## config.mk

```make
export PLATFORM = sky130hd
export DESIGN_NAME = board_reset_control
export DESIGN_NICKNAME = d
export VERILOG_FILES = /design/src/core/board_reset_pkg.sv /design/src/core/pin_sync.sv /design/src/core/board_reset_control.sv
export SDC_FILE = /design/constraint.sdc
export NUM_CORES = 1
export LEC_CHECK = 0
export BUFFER_PORTS_ARGS = -buffer_cell sky130_fd_sc_hd__buf_2
export CAP_MARGIN = 0
export CORE_MARGIN = 8
export CORE_UTILIZATION = 50
export DETAILED_ROUTE_END_ITERATION = 6
export PLACE_DENSITY = 0.7
export SKIP_LAST_GASP = 1
export SYNTH_ARGS = -nofsm -noshare
export SYNTH_HDL_FRONTEND = slang
export SYNTH_SLANG_ARGS = --single-unit
```

## constraint.sdc

```tcl
create_clock -name clk -period 6 [get_ports clk]
set_clock_uncertainty 0.2 [all_clocks]
set_input_delay 0.6 -clock clk [delete_from_list [all_inputs] [get_ports clk]]
set_output_delay 0.6 -clock clk [all_outputs]
set_load 0.05 [all_outputs]
```

## src/core/board_reset_pkg.sv

```systemverilog
// constants and types for the board reset control block
// Behaviour
// - the reset logic watches front panel, south bridge, keyboard controller and processor chipset requests and sequences power-up, hard and soft resets.
// - after supply power good rises the management power good output rises 30 to 40 ms later.
// - a front panel reset is taken by the management controller and forwarded as a hard-reset request, never straight through.
// - either hard-reset source asserts both the ISA bus reset and the PCI bus reset.
// - the ISA bus reset resets the ISA subsystem and the PCI bus reset resets every PCI agent.
// - the host bridge passes the PCI bus reset on as the processor subsystem reset.
// - keyboard soft reset and chipset init request are merged into one processor init output, either one asserting it.
package board_reset_pkg;

  // clock rate
  localparam int unsigned CLK_HZ          = 50_000_000;
  localparam int unsigned CLK_PERIOD_NS   = 20;

  // power good delay window in milliseconds
  localparam int unsigned PWRGD_MIN_MS    = 30;
  localparam int unsigned PWRGD_MAX_MS    = 40;

  // aim at the middle of the window, still within it after rounding
  localparam int unsigned PWRGD_TGT_MS    = (PWRGD_MIN_MS + PWRGD_MAX_MS) / 2;
  localparam int unsigned PWRGD_CYCLES    = PWRGD_TGT_MS * (CLK_HZ / 1000);
  localparam int unsigned PWRGD_MIN_CYC   = PWRGD_MIN_MS * (CLK_HZ / 1000);
  localparam int unsigned PWRGD_MAX_CYC   = PWRGD_MAX_MS * (CLK_HZ / 1000);

  // width of the power good delay counter
  localparam int unsigned PWRGD_CNT_W     = 21;

  // least length of a forwarded hard-reset pulse, 1 us
  localparam int unsigned HRST_PULSE_NS   = 1000;
  localparam int unsigned HRST_PULSE_CYC  = (HRST_PULSE_NS + CLK_PERIOD_NS - 1) / CLK_PERIOD_NS;
  localparam int unsigned HRST_CNT_W      = 6;

  // number of synchronised pin inputs
  localparam int unsigned SYNC_W          = 5;

  // synchroniser reset levels: every pin at its idle level, supply power good low
  localparam logic [SYNC_W-1:0] SYNC_IDLE = 5'h1a;

  // power sequencer states
  typedef enum logic [1:0] {
    PS_OFF  = 2'b00,
    PS_WAIT = 2'b01,
    PS_ON   = 2'b10
  } pwr_state_t;

endpackage

```

## src/core/pin_sync.sv

```systemverilog
// two flip-flop synchroniser for a vector of pin inputs
`timescale 1ns/1ps
module pin_sync #(
  parameter int unsigned  WIDTH = 1,
  parameter logic [WIDTH-1:0] RESET_VAL = '0
) (
  // clock and reset
  input  wire logic             clk,
  input  wire logic             rst,
  // pins and synchronised levels
  input  wire logic [WIDTH-1:0] pin_in,
  output logic      [WIDTH-1:0] sync_out
);

  logic [WIDTH-1:0] meta_q;
  logic [WIDTH-1:0] sync_q;

  // first stage feeds only the second
  always_ff @(posedge clk or posedge rst) begin
    if (rst) begin
      meta_q <= RESET_VAL;
      sync_q <= RESET_VAL;
    end else begin
      meta_q <= pin_in;
      sync_q <= meta_q;
    end
  end

  assign sync_out = sync_q;

endmodule // pin_sync

```

## src/core/board_reset_control.sv

```systemverilog
// board reset control: power-up sequencing, hard reset and soft reset merging
`timescale 1ns/1ps
module board_reset_control #(
  parameter int unsigned PWRGD_DELAY = board_reset_pkg::PWRGD_CYCLES
) (
  // clock and reset
  input  wire logic clk,
  input  wire logic rst,
  // power good
  input  wire logic supply_pwr_good,
  output logic      mgmt_pwr_good,
  // hard reset sources
  input  wire logic front_panel_reset_n,
  input  wire logic sw_hard_reset_req,
  // soft reset sources
  input  wire logic kbc_soft_reset_req_n,
  input  wire logic chipset_init_req_n,
  // reset outputs
  output logic      fp_hard_reset_req,
  output logic      isa_bus_reset_out,
  output logic      pci_bus_reset_n,
  output logic      cpu_reset_n,
  output logic      cpu_init_n
);

  import board_reset_pkg::*;

  // ------------------------------------------------------------
  // input synchronisers
  // ------------------------------------------------------------
  logic [SYNC_W-1:0] sync_in;
  logic              pg_s;
  logic              fp_rst_s;
  logic              sw_rst_s;
  logic              kbc_s;
  logic              init_s;

  pin_sync #(
    .WIDTH     (SYNC_W),
    .RESET_VAL (SYNC_IDLE)
  ) u_sync (
    .clk      (clk),
    .rst      (rst),
    .pin_in   ({front_panel_reset_n, kbc_soft_reset_req_n, sw_hard_reset_req,
                chipset_init_req_n, supply_pwr_good}),
    .sync_out (sync_in)
  );

  // active-high request views of the synchronised inputs
  assign pg_s     = sync_in[0];
  assign init_s   = ~sync_in[1];
  assign sw_rst_s = sync_in[2];
  assign kbc_s    = ~sync_in[3];
  assign fp_rst_s = ~sync_in[4];

  // ------------------------------------------------------------
  // power-up sequencer
  // ------------------------------------------------------------
  pwr_state_t             ps_q;
  pwr_state_t             ps_d;
  logic [PWRGD_CNT_W-1:0] pg_cnt_q;
  logic [PWRGD_CNT_W-1:0] pg_cnt_d;
  logic                   pg_out_q;
  logic                   pg_out_d;

  // wait the delay after supply power good, drop at once when it falls
  always_comb begin
    ps_d     = ps_q;
    pg_cnt_d = pg_cnt_q;
    pg_out_d = pg_out_q;
    case (ps_q)
      PS_OFF: begin
        pg_out_d = 1'b0;
        pg_cnt_d = '0;
        if (pg_s) begin
          ps_d = PS_WAIT;
        end
      end
      PS_WAIT: begin
        if (!pg_s) begin
          ps_d = PS_OFF;
        end else if (pg_cnt_q == PWRGD_CNT_W'(PWRGD_DELAY - 1)) begin
          ps_d     = PS_ON;
          pg_out_d = 1'b1;
        end else begin
          pg_cnt_d = pg_cnt_q + 1'b1;
        end
      end
      PS_ON: begin
        if (!pg_s) begin
          ps_d     = PS_OFF;
          pg_out_d = 1'b0;
        end
      end
      default: begin
        ps_d     = PS_OFF;
        pg_out_d = 1'b0;
      end
    endcase
  end

  always_ff @(posedge clk or posedge rst) begin
    if (rst) begin
      ps_q     <= PS_OFF;
      pg_cnt_q <= '0;
      pg_out_q <= 1'b0;
    end else begin
      ps_q     <= ps_d;
      pg_cnt_q <= pg_cnt_d;
      pg_out_q <= pg_out_d;
    end
  end

  // ------------------------------------------------------------
  // front panel forwarding, stretched to a least pulse
  // ------------------------------------------------------------
  logic [HRST_CNT_W-1:0] fp_cnt_q;
  logic [HRST_CNT_W-1:0] fp_cnt_d;
  logic                  fp_req_q;
  logic                  fp_req_d;

  // the button is never passed straight through; it is re-timed here
  always_comb begin
    fp_cnt_d = fp_cnt_q;
    fp_req_d = fp_req_q;
    if (fp_rst_s) begin
      fp_req_d = 1'b1;
      fp_cnt_d = HRST_CNT_W'(HRST_PULSE_CYC - 1);
    end else if (fp_cnt_q != '0) begin
      fp_cnt_d = fp_cnt_q - 1'b1;
    end else begin
      fp_req_d = 1'b0;
    end
  end

  always_ff @(posedge clk or posedge rst) begin
    if (rst) begin
      fp_cnt_q <= '0;
      fp_req_q <= 1'b0;
    end else begin
      fp_cnt_q <= fp_cnt_d;
      fp_req_q <= fp_req_d;
    end
  end

  // ------------------------------------------------------------
  // reset outputs
  // ------------------------------------------------------------
  logic isa_q;
  logic isa_d;
  logic pci_n_q;
  logic pci_n_d;
  logic init_n_q;
  logic init_n_d;

  // merge sources; power-down forces every reset active
  always_comb begin
    isa_d    = ~pg_out_q | fp_req_q | sw_rst_s;
    pci_n_d  = ~isa_d;
    init_n_d = ~(~pg_out_q | kbc_s | init_s);
  end

  always_ff @(posedge clk or posedge rst) begin
    if (rst) begin
      isa_q    <= 1'b1;
      pci_n_q  <= 1'b0;
      init_n_q <= 1'b0;
    end else begin
      isa_q    <= isa_d;
      pci_n_q  <= pci_n_d;
      init_n_q <= init_n_d;
    end
  end

  assign mgmt_pwr_good     = pg_out_q;
  assign fp_hard_reset_req = fp_req_q;
  assign isa_bus_reset_out = isa_q;
  assign pci_bus_reset_n   = pci_n_q;
  assign cpu_reset_n       = pci_n_q;
  assign cpu_init_n        = init_n_q;

  // cycles that synchronised supply power good has stood high, for the checks
  logic [PWRGD_CNT_W:0] pg_run_q;
  logic [PWRGD_CNT_W:0] pg_run_d;

  // saturating run length, cleared as soon as supply power good drops
  always_comb begin
    pg_run_d = pg_run_q;
    if (!pg_s) begin
      pg_run_d = '0;
    end else if (pg_run_q != '1) begin
      pg_run_d = pg_run_q + 1'b1;
    end
  end

  always_ff @(posedge clk or posedge rst) begin
    if (rst) begin
      pg_run_q <= '0;
    end else begin
      pg_run_q <= pg_run_d;
    end
  end
endmodule // board_reset_control

```

==> results of run 1 <==
==> placed cells by master, fill, tap and decap left out, drive strengths merged, types with 4 or more instances in the layout <==
master and n:
nand2 33, dfrtp 37, nor2 11, buf 12
nand3 18, clkbuf 5, nor3 4, inv 12
or4 6, or3 4, o21ai 10, nand4 4
dfstp 7, a31oi 6, a21oi 12, o211ai 6
==> state kept, by name, summed over array words and instances, names as in the netlist <==
signal / cells
ps_q: 2
pg_cnt_q: 21
u_sync.sync_out: 5
isa_bus_reset_out: 1
fp_hard_reset_req: 1
cpu_init_n: 1
u_sync.meta_q: 5
fp_cnt_q: 6
cpu_reset_n: 1
mgmt_pwr_good: 1
==> worst register-to-register path, cell delays in order, from the launching register on <==
cell     delay [ps]
dfrtp_1         460
or4b_1          520
or4_1           570
o21ai_2         490
a21oi_2         190
a31oi_1         210
==> how the worst min path moves through the flow <==
| stage | from | end | cells after the start | slack, ps |
|---|---|---|---|---|
| 5_1_grt | u_sync.meta_q[2] | u_sync.sync_out[2] | 0 | 160 |
| 3_3_place_gp | u_sync.meta_q[2] | u_sync.sync_out[2] | 0 | 130 |
| 6_report | u_sync.meta_q[0] | u_sync.sync_out[0] | 0 | 150 |
| 3_5_place_dp | u_sync.meta_q[0] | u_sync.sync_out[0] | 0 | 130 |
| 2_1_floorplan | u_sync.meta_q[0] | u_sync.sync_out[0] | 0 | 130 |
| 4_1_cts | u_sync.meta_q[0] | u_sync.sync_out[0] | 0 | 160 |
==> cell usage after synthesis (all sizes together) <==
library cell	count	area share [%]
o31ai	2	1.4
mux2i	3	1.4
and4b	1	0.47
and2	3	0.88
nand2b	1	0.29
or4	6	2.1
inv	12	2.1
and3	2	0.59
o22ai	1	0.29
nor4	2	0.59
nor2	11	1.9
nand2	33	5.8
o21ai	10	2.5
dfrtp	37	44
or4b	1	0.47
nor3	4	0.94
or3b	1	0.41
xnor2	3	1.2
ha	3	1.8
nand3b	3	1.1
o41ai	1	0.41
o211ai	6	2.1
a22o	1	0.41
a21oi	12	3.0
o2111a	1	0.59
or2b	2	0.71
nand3	18	4.2
o2bb2a	1	0.53
buf	5	1.8
nand4b	2	0.82
o2111ai	2	1.1
or3	4	1.2
dfstp	7	8.6
nand4	4	1.2
a211oi	1	0.35
a31oi	6	1.8
clkbuf	5	0.88
o211a	1	0.47
==> area by class of cell <==
type	count	area share, %
sequential	44	48.2
clock inverter	3	1.85
tap	50	2.71
timing repair buffer	12	2.61
inverter	12	1.95
clock buffer	5	2.99
multi-input combinational	152	39.7
==> cell families after synthesis <==
group,count (synthesis),share of synthesized area [%]
xor gates and xnor gates,3,1.23
AOI/OAI and AO/OA,45,14.9
DFF,44,52.1
muxes,3,1.41
and+or+nand+nor,98,23.7
adders and majority gates,3,1.76
buffers and inverters,22,4.82
==> through the flow <==
| stage | total power, W | cells | cell area, um2 | hold WS (ps) |
|---|---|---|---|---|
| 6_report | 0.000574 | 278 | 2300 | 153 |
| 5_1_grt | 0.000601 | 278 | 2300 | 160 |
| 4_1_cts | 0.000580 | 278 | 2300 | 155 |
| 3_5_place_dp | 0.000356 | 270 | 2190 | 135 |
| 3_3_place_gp | 0.000355 | 270 | 2190 | 135 |
| 2_1_floorplan | 0.000347 | 218 | 2130 | 131 |
==> metal layers <==
metal	share of wire (%)	track usage, %	vias up	routed length, um
li1	-	-	803	-
met1	48	18.5	820	2040
met2	46	22.2	29	1930
met3	4.6	3.97	6	195
met4	1.4	4.29	0	60
met5	0	0	-	0
==> report_power, final <==
group          switching (W)  internal [W]  total (W)
clock network       0.000101      0.000123   0.000224
registers         0.00000945      0.000307   0.000316
logic              0.0000203     0.0000132  0.0000335
==> flow_metrics.env, run 1 <==
export IMPL_cpMaxStageDelayCell="or4_1"
export IMPL_vias_per_cell=5.96
export IMPL_dpl_hpwl_um=2930
export IMPL_cts_sinks=44
export IMPL_syn_area_um2=2130
export IMPL_grt_pass1_wl_um=7240
export IMPL_drive_gt1_share_pct=15.4
export IMPL_hold_viol=0
export IMPL_crit_cells=5
export IMPL_grt_antenna_before_repair=0
export IMPL_status="finished, final reports clean"
export IMPL_nNetsFinal=237
export IMPL_setup_slack_ps=3290
export IMPL_cp_top_family="simple AND/OR/NAND/NOR gates"
export IMPL_grt_max_degree=45
export IMPL_die_w_um=81.2
export IMPL_postCtsSetupBuffers=0
export IMPL_relSlewSlack_pct=42.3
export IMPL_clk_path_buf_depth=2
export IMPL_p_leak_nw=0.966
export IMPL_max_freq_mhz=369
export IMPL_maxCapViolCount=0
export IMPL_cp_num_buf_inv=0
export IMPL_reg2reg_depth=5
export IMPL_clkLatencyLatePin_ps=300
export IMPL_root_buffer="clkbuf_8"
export IMPL_finalWirelength_um=4230
export IMPL_initial_core_util_pct=52.5
export IMPL_setup_violations=0
export IMPL_worst_setup_path_type="flop to flop"
export IMPL_finalCritPeriodShare_pct=45.2
export IMPL_layout_min_cycle_time_ps=2710
export IMPL_io_buffers=12
export IMPL_die_height_um=81.2
export IMPL_grt_pass1_vias=1514
export IMPL_diodes=0
export IMPL_gr_total_overflow=0
export IMPL_setup_tns_ps=0
export IMPL_drtIter0Drc=117
export IMPL_slew_viol_final=0
export IMPL_area_growth_pct=8.29
export IMPL_p_per_area_nw_per_um2=249
export IMPL_start_kind="flop"
export IMPL_cts_made_buffers=5
export IMPL_path_cells="or4b_1, or4_1, o21ai_2, a21oi_2, a31oi_1"
export IMPL_grt_use_total_pct=14.1
export IMPL_cts_tree="yes"
export IMPL_syn_inst=218
export IMPL_synth_seq_cells=44
export IMPL_antenna_left=0
export IMPL_max_vdd_ir_drop_mv=0.0982
export IMPL_rr_endpoint="pg_cnt_q[5]"
export IMPL_max_stage_delay_ps=570
export IMPL_hp_class="flop to flop"
export IMPL_worst_pin_slew_ps=864
export IMPL_first_pass_iters=4
export IMPL_cts_max_level=2
export IMPL_syn_nets=228
export IMPL_crit_reg2reg_launch="pg_cnt_q[14]"
export IMPL_crit_end="pg_cnt_q[5]"
export IMPL_die_area_um2=6600
export IMPL_cts_hold_buffers=0
export IMPL_startpoint="pg_cnt_q[14]"
export IMPL_post_route_util_pct=56.8
export IMPL_multi_input_area_um2=916
export IMPL_vias=1658
export IMPL_rows=23
export IMPL_end_kind="flop"
export IMPL_ioPinCount=13
export IMPL_ys_seq_area_share_pct=52.1
export IMPL_cts_resized_gates=0
export IMPL_gp_congestion=0.872
export IMPL_wl_per_cell_um=15.2
export IMPL_ys_types=45
export IMPL_register_area_um2=1110
export IMPL_nFillCells=355
export IMPL_path_clk_slew_ps=80
export IMPL_drc=0
export IMPL_r2r_slack_ps=3290
export IMPL_ys_warnings_count=0
export IMPL_core_um2=4060
export IMPL_rsz0062_at_grt="no"
export IMPL_cp_max_fo=13
export IMPL_avgSynthCellArea_um2=9.76
export IMPL_crit_arrival_ps=2730
export IMPL_preCtsSetupSlack_ps=3320
export IMPL_crit_required_ps=6020
Note: power is estimated with default switching activity, not from simulation.
==> run 2: changes to the inputs <==
- PLACE_DENSITY: 0.7 -> 0.72
- clock period: 6 -> 2.34 ns (I/O delays scaled with it)
==> run 2 against run 1 <==
Compared with the run above:
- the flow now finishes with violations (negative setup slack)
- final area up 10%
- first-iteration DRC count is 14% lower
- clock-buffer cell count is the same
- setup slack worse by 3300 ps
- combinational power rose to 3.6 times the previous value
==> flow_metrics.env, run 2 (synthesized netlist as in run 1, its figures left out) <==
export IMPL_cp_max_fo=6
export IMPL_rows=23
export IMPL_end_kind="flop"
export IMPL_grt_antenna_before_repair=0
export IMPL_path_clk_slew_ps=90
export IMPL_vias=1773
export IMPL_crit_reg2reg_launch="pg_cnt_q[16]"
export IMPL_max_stage_delay_ps=510
export IMPL_gr_total_overflow=0
export IMPL_first_pass_iters=4
export IMPL_start_kind="flop"
export IMPL_hp_class="flop to flop"
export IMPL_initial_core_util_pct=52.5
export IMPL_clk_path_buf_depth=2
export IMPL_cp_common_cell="buf_6"
export IMPL_ioPinCount=13
export IMPL_r2r_slack_ps=-10
export IMPL_grt_use_total_pct=14.7
export IMPL_finalCritPeriodShare_pct=101
export IMPL_violations="negative setup slack"
export IMPL_path_cells="or4b_1, or4_4, buf_6, o31ai_4, buf_6, a21oi_1, o21ai_1"
export IMPL_cts_sinks=44
export IMPL_regMostFlops="pg_cnt_q"
export IMPL_post_dp_cell_area_um2=2350
export IMPL_drive_gt1_share_pct=23.0
export IMPL_antenna_left=0
export IMPL_largest_reg_flops=21
export IMPL_cts_max_level=2
export IMPL_hold_path_end="u_sync.sync_out[4]"
export IMPL_largestRegisters="pg_cnt_q x21, fp_cnt_q x6"
export IMPL_die_w_um=81.2
export IMPL_p_leak_nw=1.10
export IMPL_hold_path_depth=0
export IMPL_diodes=0
export IMPL_slew_viol_final=0
export IMPL_status="complete, but fails checks"
export IMPL_grt_max_degree=45
export IMPL_p_per_area_nw_per_um2=552
export IMPL_nNetsFinal=265
export IMPL_io_buffers=12
export IMPL_cpMaxStageDelayCell="or4b_1"
export IMPL_max_freq_mhz=425
export IMPL_worst_pin_slew_ps=538
export IMPL_crit_required_ps=2370
export IMPL_hold_viol=0
export IMPL_die_height_um=81.2
export IMPL_reg2reg_depth=7
export IMPL_area_growth_pct=19.4
export IMPL_crit_arrival_ps=2380
export IMPL_rsz0062_at_grt="yes"
export IMPL_mostFrequentLayoutCell="dfrtp_1"
export IMPL_stdcell_count=306
export IMPL_startpoint="pg_cnt_q[16]"
export IMPL_die_area_um2=6600
export IMPL_setup_slack_ps=-14.5
export IMPL_root_buffer="clkbuf_8"
export IMPL_most_common_layout_cells="dfrtp_1 (37), nand2_1 (32), nand3_1 (17), buf_4 (17), buf_2 (12)"
export IMPL_fin_area_um2=2540
export IMPL_wl_per_cell_um=15.4
export IMPL_cp_top_family="simple AND/OR/NAND/NOR gates"
export IMPL_dp_cells=291
export IMPL_finalPower_w=0.00140
export IMPL_cp_num_buf_inv=2
export IMPL_clkLatencyLatePin_ps=300
export IMPL_finalWirelength_um=4720
export IMPL_nFillCells=313
export IMPL_worstHoldStart="u_sync.meta_q[4]"
export IMPL_setup_violations=5
export IMPL_maxCapViolCount=0
export IMPL_gp_congestion=0.866
export IMPL_max_vdd_ir_drop_mv=0.431
export IMPL_grt_pass1_wl_um=7640
export IMPL_vias_per_cell=5.79
export IMPL_core_um2=4060
export IMPL_drc=0
export IMPL_dpl_hpwl_um=3240
export IMPL_rr_endpoint="pg_cnt_q[17]"
export IMPL_layout_min_cycle_time_ps=2350
export IMPL_relSlewSlack_pct=64.2
export IMPL_worst_setup_path_type="flop to flop"
export IMPL_cts_tree="yes"
export IMPL_drtIter0Drc=101
export IMPL_grt_pass1_vias=1680
export IMPL_cts_made_buffers=5
## run 2: changes by cell type in the layout (fill, tap and decap cells not counted), sizes merged
cell / delta
buf: +21
dlygate4sd3: +6
bufinv: -1
clkinvlp: +1
o2111a: +1
## run 2: worst max path at each step
stage / endpoint / slack, ps / cells past startpoint
final: pg_cnt_q[17] / -10 / 7
after global routing: pg_cnt_q[16] / -100 / 7
after CTS: pg_cnt_q[10] / -20 / 5
after detailed placement: pg_cnt_q[17] / -80 / 7
after global placement: pg_cnt_q[10] / -6 / 5
after floorplan: pg_cnt_q[1] / -60 / 6
## run 2: final cells by class
type	count	area (um2)	area share, %
Clock buffer	5	68.8	2.71
Clock inverter	3	23.8	0.935
Inverter	12	45.0	1.77
Multi-Input combinational cell	153	938	36.9
Sequential cell	44	1110	43.7
Tap cell	50	62.6	2.46
Timing Repair Buffer	39	293	11.5
## run 2: stage by stage
stage	setup TNS, ps	setup slack (ps)	hold slack, ps	util, %
after floorplan	-164	-63.4	38.5	-
after global placement	-12.2	-6.10	135	57.9
after detailed placement	-543	-79.5	140	57.9
after CTS	-41.8	-19.0	162	62.0
after global routing	-1100	-96.9	169	62.6
final	-45.3	-14.5	161	62.6
## run 2: where the power goes
group	internal [W]	switching (W)
Clock	0.000211	0.000267
Sequential	0.000787	0.0000194
Combinational	0.0000540	0.0000650
Total	0.00105	0.000351
## run 2: worst register-to-register path, stage by stage, from the launching register on
cell,delay (ps)
dfrtp_1,380
or4b_1,510
or4_4,480
buf_6,150
o31ai_4,230
buf_6,160
a21oi_1,40
o21ai_1,130
## run 2: layer usage
layer	up-vias	track usage [%]	wire length, um
met1	865	17.7	2100
met3	5	3.53	264
met5	-	0	0
met4	0	6.25	39
li1	864	-	-
met2	39	24.6	2320
## run 2: what timing repair did
action,CTS,global route
setup endpoints to repair,16,17
pin swaps,0,1
cloned,0,1
endpoints found under the hold margin,42,0
resized for setup,4,7
hold buffers,6,0
buffers inserted,0,0
==> run 3: changes to the inputs <==
- MAX_ROUTING_LAYER: not set -> met4
==> run 3 against run 2 <==
Compared with the run above:
- the run still ends with negative setup slack left
- cell count unchanged
- die area stayed put
- sequential share of layout area unchanged
==> flow_metrics.env, run 3 (synthesized netlist as in run 1, its figures left out) <==
export IMPL_worst_pin_slew_ps=541
export IMPL_drive_gt1_share_pct=23.0
export IMPL_diodes=0
export IMPL_cts_tree="yes"
export IMPL_crit_arrival_ps=2380
export IMPL_multi_input_area_um2=938
export IMPL_max_stage_delay_ps=510
export IMPL_clkLatencyLatePin_ps=290
export IMPL_setup_violations=5
export IMPL_grt_pass1_wl_um=7670
export IMPL_drc=0
export IMPL_io_buffers=12
export IMPL_path_cells="or4b_1, or4_4, buf_6, o31ai_4, buf_6, a21oi_1, o21ai_1"
export IMPL_p_per_area_nw_per_um2=551
export IMPL_cts_made_buffers=5
export IMPL_finalWirelength_um=4740
export IMPL_initial_core_util_pct=52.5
export IMPL_rows=23
export IMPL_most_common_layout_cells="dfrtp_1 (37), nand2_1 (32), nand3_1 (17), buf_4 (17), buf_2 (12)"
export IMPL_area_growth_pct=19.4
export IMPL_gr_total_overflow=0
export IMPL_cp_max_fo=6
export IMPL_grt_busiest_layer="met2"
export IMPL_nNetsFinal=265
export IMPL_vias=1772
export IMPL_use_met3_pct=3.53
export IMPL_holdWs_ps=161
export IMPL_postCtsSetupBuffers=0
export IMPL_die_area_um2=6600
export IMPL_register_area_um2=1110
export IMPL_drtIter0Drc=104
export IMPL_path_clk_slew_ps=80
export IMPL_die_w_um=81.2
export IMPL_violations="negative setup slack"
export IMPL_antenna_left=0
export IMPL_relSlewSlack_pct=64.0
export IMPL_core_um2=4060
export IMPL_end_kind="flop"
export IMPL_grt_pass1_vias=1673
export IMPL_cts_sinks=44
export IMPL_ioPinCount=13
export IMPL_root_buffer="clkbuf_8"
export IMPL_hold_viol=0
export IMPL_clk_path_buf_depth=2
export IMPL_dpl_hpwl_um=3240
export IMPL_die_height_um=81.2
export IMPL_finalCritPeriodShare_pct=101
export IMPL_p_leak_nw=1.10
export IMPL_setup_slack_ps=-17.1
export IMPL_regMostFlops="pg_cnt_q"
export IMPL_max_freq_mhz=424
export IMPL_hp_class="flop to flop"
export IMPL_crit_required_ps=2370
export IMPL_gp_congestion=0.880
export IMPL_vias_per_cell=5.79
export IMPL_largest_reg_flops=21
export IMPL_worst_setup_path_type="flop to flop"
export IMPL_grt_use_total_pct=15.2
export IMPL_max_vdd_ir_drop_mv=0.430
export IMPL_cpMaxStageDelayCell="or4b_1"
export IMPL_start_kind="flop"
export IMPL_maxCapViolCount=0
export IMPL_finalPower_w=0.00140
export IMPL_globalRouteMet1Util_pct=17.9
export IMPL_largestRegisters="pg_cnt_q x21, fp_cnt_q x6"
export IMPL_first_pass_iters=4
export IMPL_layout_min_cycle_time_ps=2360
export IMPL_cp_common_cell="buf_6"
export IMPL_wl_per_cell_um=15.5
export IMPL_rsz0062_at_grt="yes"
export IMPL_slew_viol_final=0
export IMPL_nFillCells=313
export IMPL_grt_antenna_before_repair=0
export IMPL_use_met2_pct=24.6
export IMPL_grt_max_degree=45
export IMPL_cts_max_level=2
export IMPL_status="complete, but fails checks"
export IMPL_mostFrequentLayoutCell="dfrtp_1"
-- run 3: cell counts in the layout (fill, tap and decap cells not counted) --
Identical to the previous run, type by type.
-- run 3: critical path, delay by kind of cell, from the launching register on --
| kind | cells | cell delay, ps |
|---|---|---|
| DFF | 1 | 390 |
| buffers and inverters | 2 | 310 |
| AOI/OAI and AO/OA | 3 | 400 |
| and+or+nand+nor | 2 | 990 |
-- run 3: per-stage QoR --
stage | TNS [ps] | instances | setup slack [ps] | util, % | cell area (um2)
final | -45.8 | 306 | -17.1 | 62.6 | 2540
after global routing | -1090 | 306 | -96.5 | 62.6 | 2540
after CTS | -41.8 | 305 | -19.0 | 62.0 | 2510
after detailed placement | -543 | 291 | -79.5 | 57.9 | 2350
after global placement | -12.2 | 291 | -6.10 | 57.9 | 2350
after floorplan | -164 | 218 | -63.4 | - | 2130
-- run 3: final timing paths --
| check | startpoint | endpoint | slack (ps) | cells past startpoint |
|---|---|---|---|---|
| min | u_sync.meta_q[4] | u_sync.sync_out[4] | 160 | 0 |
| min reg2reg | u_sync.meta_q[4] | u_sync.sync_out[4] | 160 | 0 |
| max reg2reg | pg_cnt_q[16] | pg_cnt_q[17] | -20 | 7 |
| max in group asynchronous | rst | u_sync.meta_q[4] | 1150 | 4 |
| min in group asynchronous | rst | u_sync.meta_q[2] | 420 | 4 |
| max | pg_cnt_q[16] | pg_cnt_q[17] | -20 | 7 |
-- run 3: final cells by class --
cell class / instances / share of cell area, %
Clock buffer: 5 / 2.71
Clock inverter: 3 / 0.935
Inverter: 12 / 1.77
Multi-Input combinational cell: 153 / 36.9
Sequential cell: 44 / 43.7
Tap cell: 50 / 2.46
Timing Repair Buffer: 39 / 11.5
-- run 3: routing by layer --
layer | up-vias | share of wire (%)
met5 | - | 0
met4 | 0 | 0.89
met3 | 5 | 6.1
met2 | 48 | 48
met1 | 855 | 45
li1 | 864 | -
-- run 3: timing repair --
action / in CTS / in global routing
gates cloned: 0 / 1
pin swaps: 0 / 1
endpoints found under the hold margin: 42 / 0
hold buffers: 6 / 0
resized for setup: 4 / 7
endpoints found under the setup margin: 16 / 17
-- run 3: report_power, final --
group | internal [W] | leakage (nW) | total [W] | switching [W]
combinational | 0.0000540 | 0.502 | 0.000119 | 0.0000653
sequential | 0.000787 | 0.558 | 0.000806 | 0.0000194
clock | 0.000211 | 0.0404 | 0.000476 | 0.000264
total | 0.00105 | 1.10 | 0.00140 | 0.000349
